--- config.mk ---
export PLATFORM = sky130hd
export DESIGN_NAME = hpfs_top
export DESIGN_NICKNAME = d
export VERILOG_FILES = /design/src/rtl/hpfs_pkg.sv /design/src/rtl/hpfs_pin_cell.sv /design/src/rtl/hpfs_irq.sv /design/src/rtl/hpfs_top.sv
export VERILOG_INCLUDE_DIRS = /design/src /design/src/rtl
export SDC_FILE = /design/constraint.sdc
export NUM_CORES = 1
export LEC_CHECK = 0
export BUFFER_PORTS_ARGS = -buffer_cell sky130_fd_sc_hd__buf_4
export CAP_MARGIN = 40
export CORE_MARGIN = 2
export CORE_UTILIZATION = 39
export CTS_BUF_LIST = sky130_fd_sc_hd__clkbuf_16
export DETAILED_ROUTE_END_ITERATION = 8
export PLACE_DENSITY = 0.83
export SLEW_MARGIN = 10
export SYNTH_ARGS = -nofsm -noshare
export SYNTH_HDL_FRONTEND = slang
export SYNTH_SLANG_ARGS = --single-unit
--- constraint.sdc ---
create_clock -name CLK -period 2 [get_ports CLK]
set_input_delay 0.3 -clock CLK [delete_from_list [all_inputs] [get_ports CLK]]
set_output_delay 0.3 -clock CLK [all_outputs]
set_load 0.1 [all_outputs]
--- src/rtl/hpfs_defs.svh ---
// Constants for the host port pin function select block.
// Assumes inclusion by bare name from every design file but the package.
//
// Contract
// - Serial mode: select pin is active-low chip select.
// - Two-wire mode: select pin is low address strap.
// - Second pin: serial data in, else high strap.
// - Serial output three-state in four-wire mode only.
// - Data pin open-drain in two-wire mode only.
// - Interrupt open-drain active-low, enabled sources only.
// - Interrupt sources: pins, errors, data, space, modem.
// - Modem control bit 1 drives request-to-send low.
// - Request-to-send high after any reset.
// - Datapath steers request-to-send only with auto enable.
// - Pins 4 to 7: general I/O or modem.
// - I/O control bit 1 picks modem pin function.
`ifndef HPFS_DEFS_SVH
`define HPFS_DEFS_SVH

// ****************************************
// Register bit positions
// ****************************************
`define HPFS_MCR_DTR_BIT      0
`define HPFS_MCR_RTS_BIT      1
`define HPFS_EFR_AUTO_RTS_BIT 6
`define HPFS_IOC_MODEM_BIT    1
`define HPFS_IER_RX_DATA_BIT  0
`define HPFS_IER_TX_SPACE_BIT 1
`define HPFS_IER_RX_ERR_BIT   2
`define HPFS_IER_MODEM_BIT    3
`define HPFS_IER_PIN_CHG_BIT  4

// ****************************************
// Reset values
// ****************************************
`define HPFS_RTS_N_RST        1'b1
`define HPFS_ADDR_STRAP_RST   2'h0
`define HPFS_PIN_OUT_RST      1'b0
`define HPFS_PIN_OE_N_RST     1'b1

`endif

--- src/rtl/hpfs_pkg.sv ---
// Types shared by the host port pin function select block.
// Assumes nothing beyond a SystemVerilog compiler.
package hpfs_pkg;

   // ****************************************
   // Strap capture states
   // ****************************************
   typedef enum logic [1:0] {
      HPFS_ST_WAIT = 2'b01,
      HPFS_ST_RUN  = 2'b10
   } hpfs_strap_st_t;

   // ****************************************
   // Carriers
   // ****************************************
   typedef struct packed {
      logic       is_i2c;
      logic [1:0] addr;
   } hpfs_strap_t;

   typedef struct packed {
      logic pin_change;
      logic modem_status;
      logic rx_error;
      logic tx_space;
      logic rx_data;
   } hpfs_irq_src_t;

endpackage : hpfs_pkg

--- src/rtl/hpfs_pin_cell.sv ---
// Registered driver for one shared pin: value and active-low enable.
// Assumes the pad resolves the wire level from the enable.
`timescale 1ns/1ns
`include "hpfs_defs.svh"
module hpfs_pin_cell (
   // Clock and reset
   input  wire logic clk,
   input  wire logic nrst,
   // Drive request
   input  wire logic drive_en,
   input  wire logic drive_val,
   // Pin side
   output logic      pin_o,
   output logic      pin_oe_n
);
   logic pin_d;
   logic oe_n_d;
   logic pin_q;
   logic oe_n_q;

   always_comb begin
      pin_d  = drive_en ? drive_val : `HPFS_PIN_OUT_RST;
      oe_n_d = ~drive_en;
   end

   always_ff @(posedge clk) begin
      if (!nrst) begin
         pin_q  <= `HPFS_PIN_OUT_RST;
         oe_n_q <= `HPFS_PIN_OE_N_RST;
      end else begin
         pin_q  <= pin_d;
         oe_n_q <= oe_n_d;
      end
   end

   assign pin_o    = pin_q;
   assign pin_oe_n = oe_n_q;
endmodule : hpfs_pin_cell

--- src/rtl/hpfs_irq.sv ---
// Interrupt combiner: gates source levels with the enable register.
// Assumes sources are levels held by the core until serviced.
`timescale 1ns/1ns
`include "hpfs_defs.svh"
module hpfs_irq (
   // Clock and reset
   input  wire logic                  clk,
   input  wire logic                  nrst,
   // Sources and enables
   input  wire hpfs_pkg::hpfs_irq_src_t src,
   input  wire logic [7:0]            enable,
   // Result
   output logic                       pending
);
   logic pending_d;
   logic pending_q;

   always_comb begin
      pending_d = (src.rx_data      & enable[`HPFS_IER_RX_DATA_BIT])  |
                  (src.tx_space     & enable[`HPFS_IER_TX_SPACE_BIT]) |
                  (src.rx_error     & enable[`HPFS_IER_RX_ERR_BIT])   |
                  (src.modem_status & enable[`HPFS_IER_MODEM_BIT])    |
                  (src.pin_change   & enable[`HPFS_IER_PIN_CHG_BIT]);
   end

   always_ff @(posedge clk) begin
      if (!nrst) begin
         pending_q <= 1'b0;
      end else begin
         pending_q <= pending_d;
      end
   end

   assign pending = pending_q;
endmodule : hpfs_irq

--- src/rtl/hpfs_top.sv ---
// Pin function select for the serial-bus host port of a UART bridge.
// Assumes all pins are synchronous to CLK and the pads resolve the
// two-way pins from the active-low enables given here.
`timescale 1ns/1ns
`include "hpfs_defs.svh"
module hpfs_top #(
   parameter int PROG_PINS = 4
) (
   // Clock and reset
   input  wire logic                  CLK,
   input  wire logic                  NRST,
   // Straps and shared inputs
   input  wire logic                  BUS_SEL_I2C,
   input  wire logic                  SELECT_OR_ADDR_STRAP_LOW,
   input  wire logic                  SERIAL_IN_OR_ADDR_STRAP_HIGH,
   // Serial output pin
   output logic                       SO_O,
   output logic                       SO_OE_N,
   // Two-wire data pin
   input  wire logic                  SDA_I,
   output logic                       SDA_O,
   output logic                       SDA_OE_N,
   // Interrupt pin, open drain
   output logic                       IRQ_N_O,
   output logic                       IRQ_N_OE_N,
   // Request to send pin
   output logic                       RTS_N,
   // Programmable pins 4 to 7
   input  wire logic [PROG_PINS-1:0]  PROG_PIN_I,
   output logic      [PROG_PINS-1:0]  PROG_PIN_O,
   output logic      [PROG_PINS-1:0]  PROG_PIN_OE_N,
   // Core: strap results
   output hpfs_pkg::hpfs_strap_t      STRAP,
   output logic                       STRAP_VALID,
   // Core: serial bus side
   output logic                       SPI_CS_N,
   output logic                       SPI_DATA_IN,
   input  wire logic                  CORE_SO_DATA,
   input  wire logic                  CORE_SO_EN,
   input  wire logic                  CORE_SDA_PULL_LOW,
   output logic                       CORE_SDA_IN,
   // Core: registers
   input  wire logic [7:0]            INTERRUPT_ENABLE_REG,
   input  wire logic [7:0]            MODEM_CONTROL_REG,
   input  wire logic [7:0]            ENHANCED_FEATURE_REG,
   input  wire logic [7:0]            IO_CONTROL_REG,
   // Core: interrupt sources and status
   input  wire hpfs_pkg::hpfs_irq_src_t IRQ_SRC,
   output logic                       IRQ_PENDING,
   // Core: flow control
   input  wire logic                  AUTO_RTS_READY,
   output logic                       AUTO_RTS_EN,
   // Core: programmable pins
   input  wire logic [PROG_PINS-1:0]  GPIO_OUT,
   input  wire logic [PROG_PINS-1:0]  GPIO_DIR_OUT,
   output logic      [PROG_PINS-1:0]  GPIO_IN,
   output logic                       MODEM_PINS_ACTIVE,
   output logic                       MODEM_DSR_N,
   output logic                       MODEM_CD_N,
   output logic                       MODEM_RI_N
);

   // ****************************************
   // Strap capture
   // ****************************************
   // Straps are sampled on the first edge after reset release, so a
   // reset never loads a port value directly.
   hpfs_pkg::hpfs_strap_st_t st_d;
   hpfs_pkg::hpfs_strap_st_t st_q;
   hpfs_pkg::hpfs_strap_t    strap_d;
   hpfs_pkg::hpfs_strap_t    strap_q;
   logic                     run;

   always_comb begin
      st_d    = st_q;
      strap_d = strap_q;
      case (st_q)
         hpfs_pkg::HPFS_ST_WAIT: begin
            strap_d.is_i2c = BUS_SEL_I2C;
            if (BUS_SEL_I2C) begin
               strap_d.addr = {SERIAL_IN_OR_ADDR_STRAP_HIGH,
                               SELECT_OR_ADDR_STRAP_LOW};
            end else begin
               strap_d.addr = `HPFS_ADDR_STRAP_RST;
            end
            st_d = hpfs_pkg::HPFS_ST_RUN;
         end
         hpfs_pkg::HPFS_ST_RUN: begin
            st_d = hpfs_pkg::HPFS_ST_RUN;
         end
         default: begin
            st_d = hpfs_pkg::HPFS_ST_WAIT;
         end
      endcase
   end

   always_ff @(posedge CLK) begin
      if (!NRST) begin
         st_q           <= hpfs_pkg::HPFS_ST_WAIT;
         strap_q.is_i2c <= 1'b0;
         strap_q.addr   <= `HPFS_ADDR_STRAP_RST;
      end else begin
         st_q    <= st_d;
         strap_q <= strap_d;
      end
   end

   assign run         = (st_q == hpfs_pkg::HPFS_ST_RUN);
   assign STRAP       = strap_q;
   assign STRAP_VALID = run;

   // ****************************************
   // Serial bus inputs toward the core
   // ****************************************
   logic spi_mode;
   logic cs_n_d;
   logic cs_n_q;
   logic si_d;
   logic si_q;
   logic sda_in_d;
   logic sda_in_q;

   assign spi_mode = run & ~strap_q.is_i2c;

   always_comb begin
      // Chip select held inactive outside four-wire mode
      cs_n_d   = spi_mode ? SELECT_OR_ADDR_STRAP_LOW : 1'b1;
      si_d     = spi_mode & SERIAL_IN_OR_ADDR_STRAP_HIGH;
      // Data pin ignored in four-wire mode, where it is tied low
      sda_in_d = (run & strap_q.is_i2c) ? SDA_I : 1'b1;
   end

   always_ff @(posedge CLK) begin
      if (!NRST) begin
         cs_n_q   <= 1'b1;
         si_q     <= 1'b0;
         sda_in_q <= 1'b1;
      end else begin
         cs_n_q   <= cs_n_d;
         si_q     <= si_d;
         sda_in_q <= sda_in_d;
      end
   end

   assign SPI_CS_N    = cs_n_q;
   assign SPI_DATA_IN = si_q;
   assign CORE_SDA_IN = sda_in_q;

   // ****************************************
   // Serial output and data pin drivers
   // ****************************************
   logic so_drive;
   logic sda_drive;

   // Released whenever chip select is high so other slaves can share
   assign so_drive  = spi_mode & ~SELECT_OR_ADDR_STRAP_LOW & CORE_SO_EN;
   // Open drain: only ever pulls low, never drives high
   assign sda_drive = run & strap_q.is_i2c & CORE_SDA_PULL_LOW;

   hpfs_pin_cell u_so (
      .clk       (CLK),
      .nrst      (NRST),
      .drive_en  (so_drive),
      .drive_val (CORE_SO_DATA),
      .pin_o     (SO_O),
      .pin_oe_n  (SO_OE_N)
   );

   hpfs_pin_cell u_sda (
      .clk       (CLK),
      .nrst      (NRST),
      .drive_en  (sda_drive),
      .drive_val (1'b0),
      .pin_o     (SDA_O),
      .pin_oe_n  (SDA_OE_N)
   );

   // ****************************************
   // Interrupt output
   // ****************************************
   logic irq_pend;

   // Two flops from source to pad: combiner, then pad driver. The
   // core must hold a source until serviced; no event is latched here.
   hpfs_irq u_irq (
      .clk     (CLK),
      .nrst    (NRST),
      .src     (IRQ_SRC),
      .enable  (INTERRUPT_ENABLE_REG),
      .pending (irq_pend)
   );

   hpfs_pin_cell u_irq_pin (
      .clk       (CLK),
      .nrst      (NRST),
      .drive_en  (irq_pend),
      .drive_val (1'b0),
      .pin_o     (IRQ_N_O),
      .pin_oe_n  (IRQ_N_OE_N)
   );

   assign IRQ_PENDING = irq_pend;

   // ****************************************
   // Request to send
   // ****************************************
   logic rts_n_d;
   logic rts_n_q;
   logic auto_rts_d;
   logic auto_rts_q;

   // Auto mode hands the pin to the receive fill level; the manual
   // bit is ignored until auto mode is switched off again.
   always_comb begin
      auto_rts_d = ENHANCED_FEATURE_REG[`HPFS_EFR_AUTO_RTS_BIT];
      if (auto_rts_d) begin
         rts_n_d = ~AUTO_RTS_READY;
      end else begin
         rts_n_d = ~MODEM_CONTROL_REG[`HPFS_MCR_RTS_BIT];
      end
   end

   always_ff @(posedge CLK) begin
      if (!NRST) begin
         rts_n_q    <= `HPFS_RTS_N_RST;
         auto_rts_q <= 1'b0;
      end else begin
         rts_n_q    <= rts_n_d;
         auto_rts_q <= auto_rts_d;
      end
   end

   assign RTS_N       = rts_n_q;
   assign AUTO_RTS_EN = auto_rts_q;

   // ****************************************
   // Programmable pins 4 to 7
   // ****************************************
   // Pin index 1 carries terminal-ready out; the others are modem inputs.
   localparam int DTR_IDX = 1;
   localparam int DSR_IDX = 0;
   localparam int CD_IDX  = 2;
   localparam int RI_IDX  = 3;

   logic                 modem_sel;
   logic [PROG_PINS-1:0] pin_drive;
   logic [PROG_PINS-1:0] pin_val;
   logic [PROG_PINS-1:0] gpio_in_d;
   logic [PROG_PINS-1:0] gpio_in_q;
   logic [2:0]           modem_in_d;
   logic [2:0]           modem_in_q;
   logic                 modem_act_d;
   logic                 modem_act_q;

   assign modem_sel = IO_CONTROL_REG[`HPFS_IOC_MODEM_BIT];

   always_comb begin
      // Flag is registered once, so it changes on the same edge as the pin drivers
      modem_act_d = modem_sel;
      if (modem_sel) begin
         pin_drive          = '0;
         pin_val            = '0;
         pin_drive[DTR_IDX] = 1'b1;
         pin_val[DTR_IDX]   = ~MODEM_CONTROL_REG[`HPFS_MCR_DTR_BIT];
         gpio_in_d          = '0;
         modem_in_d         = {PROG_PIN_I[RI_IDX], PROG_PIN_I[CD_IDX],
                               PROG_PIN_I[DSR_IDX]};
      end else begin
         pin_drive  = GPIO_DIR_OUT;
         pin_val    = GPIO_OUT;
         gpio_in_d  = PROG_PIN_I;
         // Modem inputs read inactive while pins serve as general I/O
         modem_in_d = 3'h7;
      end
   end

   always_ff @(posedge CLK) begin
      if (!NRST) begin
         gpio_in_q   <= '0;
         modem_in_q  <= 3'h7;
         modem_act_q <= 1'b0;
      end else begin
         gpio_in_q   <= gpio_in_d;
         modem_in_q  <= modem_in_d;
         modem_act_q <= modem_act_d;
      end
   end

   for (genvar i = 0; i < PROG_PINS; i++) begin : g_prog
      hpfs_pin_cell u_pin (
         .clk       (CLK),
         .nrst      (NRST),
         .drive_en  (pin_drive[i]),
         .drive_val (pin_val[i]),
         .pin_o     (PROG_PIN_O[i]),
         .pin_oe_n  (PROG_PIN_OE_N[i])
      );
   end

   assign GPIO_IN           = gpio_in_q;
   assign MODEM_PINS_ACTIVE = modem_act_q;
   assign MODEM_DSR_N       = modem_in_q[0];
   assign MODEM_CD_N        = modem_in_q[1];
   assign MODEM_RI_N        = modem_in_q[2];

endmodule : hpfs_top

==> results.sh <==
export IMPL_status="complete, no violations"
export IMPL_io_pins=91
export IMPL_slew_headroom=0.644
export IMPL_n_fill_cell=204
export IMPL_die_area_sq_um=3050
export IMPL_whs_path_depth=2
export IMPL_drt_pass1_iter_count=5
export IMPL_synth_cell_area_sq_um=1020
export IMPL_drv_cap=0
export IMPL_grt_total_usage=0.145
export IMPL_dieWidth_um=55.3
export IMPL_syn_inst=93
export IMPL_yosysMostFrequentCell="dfxtp_1"
export IMPL_p_per_area_nw_per_um2=1210
export IMPL_swShare=0.344
export IMPL_grt_max_degree=16
export IMPL_vias=831
export IMPL_coreArea_sq_um=2480
export IMPL_grt_pass1_wl_um=3330
export IMPL_synth_area_leaders="dfxtp_1 (61%), buf_4 (8.8%), and2_1 (3.1%)"
export IMPL_yosysSeqAreaShare=0.606
export IMPL_h_tree_depth=2
export IMPL_fin_util=0.645
export IMPL_path_class="flop to output pin"
export IMPL_skew_ns=0.00496
export IMPL_reg2reg_slack_ns=0.84
export IMPL_synth_cell_types=24
export IMPL_pwr_share_clk=0.354
export IMPL_holdBufCountCts=0
export IMPL_antenna_found_initial=0
export IMPL_dpl_cell_count=177
export IMPL_post_cts_buffers=0
export IMPL_pwr_share_comb=0.283
export IMPL_p_int_mw=1.27
export IMPL_period_minus_slack_ns=1.48
export IMPL_timing_final_crit_share=0.742
export IMPL_die_y_um=55.3
export IMPL_via_per_inst=4.52
export IMPL_ant_nets=0
export IMPL_cp_arrival_ns=1.18
export IMPL_tns_ns=0
export IMPL_syn_avg_cell_area_sq_um=11.0
export IMPL_synthArstFlopShare=0
export IMPL_yosysWarningCount=0
export IMPL_end_kind="output pin"
export IMPL_gp_routability_congestion=0.734
export IMPL_power_switching_uw=666
export IMPL_synth_seq_cells=31
export IMPL_routed_wl_um=2030
export IMPL_fin_nets=215
export IMPL_initial_core_util=0.414
export IMPL_synth_top_area_frac=0.606
export IMPL_synth_edf_count=0
export IMPL_hold_viol=0
export IMPL_start_kind="flop"
export IMPL_area_growth_syn_to_layout_pct=55.9
export IMPL_tritoncts="built"
export IMPL_ctsResizeCount=0
export IMPL_seqPwrFrac=0.363
export IMPL_p_leak_nw=0.785
export IMPL_path_max_fanout=5
export IMPL_drive_gt1_frac=0.494
export IMPL_grt_pass1_vias=819
export IMPL_fin_ws_ns=0.515
export IMPL_timing_final_max_slew_violations=0
export IMPL_worst_pin_slew_ns=0.532
export IMPL_critical_path_required_ns=1.70
export IMPL_clock_latency_ns=0.27
export IMPL_ctsLongestPathBuffers=2
export IMPL_dp_hpwl_um=1580
export IMPL_synth_flop_cell="dfxtp_1"
export IMPL_n_antenna_cell=0
export IMPL_report_final_setup_viol=0
export IMPL_rsz0062_at_grt="no"
export IMPL_grt_ovfl_total=0
export IMPL_reg2reg_depth=4
export IMPL_path_clk_slew_ns=0.05
export IMPL_fmax_mhz=674
export IMPL_yosysTopAreaCell="dfxtp_1"
export IMPL_hold_path_class="primary input to flop"
export IMPL_preCtsSetupSlack_ns=0.745
export IMPL_portBuffers=65
export IMPL_num_rows=18
export IMPL_clock_sinks=31
export IMPL_peakVddDrop_mv=0.931
export IMPL_fin_cells=184
export IMPL_numCtsBuffers=5
export IMPL_synthTopCellsByCount="dfxtp_1 (31), buf_4 (12), nand2_1 (8), and2_1 (5), inv_1 (5)"
export IMPL_cts_root_buffer="clkbuf_16"
export IMPL_drc=0
export IMPL_wl_per_cell_um=11.0
export IMPL_drtIter0Drc=10
power groups by stage:
stage / combinational, mW / sequential [mW] / clock [mW]
global route: 0.582 / 0.710 / 0.726
finish: 0.548 / 0.703 / 0.684
floorplan: 0.219 / 0.918 / 0
detailed placement: 0.552 / 0.714 / 0
CTS: 0.553 / 0.704 / 0.699
global placement: 0.544 / 0.711 / 0
area by class of cell:
cell class	count	area, sq um	share of cell area
inverters	5	18.8	0.0117
repair buffers	65	488	0.305
clock inverters	2	8.76	0.00548
multi-input cells	46	299	0.187
clock buffers	5	125	0.0783
flip-flops and latches	31	621	0.388
well taps	30	37.5	0.0235
kinds of logic (layout without fill, tap and decap cells):
| family | after synthesis | in the layout | synth area share |
|---|---|---|---|
| AOI/OAI and AO/OA | 7 | 7 | 0.0488 |
| adders and majority gates | 2 | 2 | 0.0244 |
| DFF | 31 | 31 | 0.606 |
| muxes | 2 | 2 | 0.0208 |
| and+or+nand+nor | 33 | 33 | 0.190 |
| buffers and inverters | 17 | 77 | 0.106 |
| other | 1 | 2 | 0.00366 |
final timing paths:
path	start	to
worst max-delay path	st_q[0]	STRAP_VALID
worst min-delay path	GPIO_DIR_OUT[0]	g_prog[0].u_pin.pin_oe_n
worst max register to register	st_q[0]	u_so.pin_o
worst min register to register	u_irq.pending	u_irq_pin.pin_oe_n
stage by stage:
| stage | total power [mW] | hold slack [ns] | area [sq um] |
|---|---|---|---|
| global route | 2.02 | 0.196 | 1600 |
| floorplan | 1.14 | 0.362 | 1030 |
| finish | 1.93 | 0.188 | 1600 |
| CTS | 1.96 | 0.188 | 1600 |
| detailed placement | 1.27 | 0.378 | 1460 |
| global placement | 1.26 | 0.377 | 1460 |
cell usage in the layout, fill, tap and decap left out, types with 2 or more instances in the layout:
| master | synthesis | routed |
|---|---|---|
| dfxtp_1 | 31 | 31 |
| nor2b_1 | 2 | 2 |
| a21boi_0 | 3 | 3 |
| conb_1 | 1 | 2 |
| inv_1 | 5 | 5 |
| and2_1 | 5 | 5 |
| or2_2 | 3 | 3 |
| nand3_1 | 2 | 2 |
| nand2b_1 | 4 | 4 |
| clkbuf_16 | 0 | 5 |
| ha_1 | 2 | 2 |
| buf_4 | 12 | 65 |
| and3_1 | 4 | 4 |
| nand2_1 | 8 | 8 |
flip-flops by register name, indices dropped and copies added (netlist names), 2 cells and up:
register,count
STRAP,3
GPIO_IN,4
modem_in_q,3
st_q,2
g_prog.u_pin.pin_oe_n,4
g_prog.u_pin.pin_o,4
layer usage:
| metal | part of all wire | vias to the layer above | wire (um) | track usage |
|---|---|---|---|---|
| li1 | - | 407 | - | - |
| met4 | 0.014 | 0 | 29 | 0.0627 |
| met1 | 0.38 | 365 | 763 | 0.145 |
| met3 | 0.16 | 3 | 326 | 0.103 |
| met2 | 0.45 | 56 | 913 | 0.230 |
| met5 | 0 | - | 0 | 0 |
critical path: stages, from the launching register on:
cell and delay, ns:
dfxtp_1 0.31, inv_1 0.05, ha_1 0.23, buf_4 0.32
Note: power is estimated with default switching activity, not from simulation.
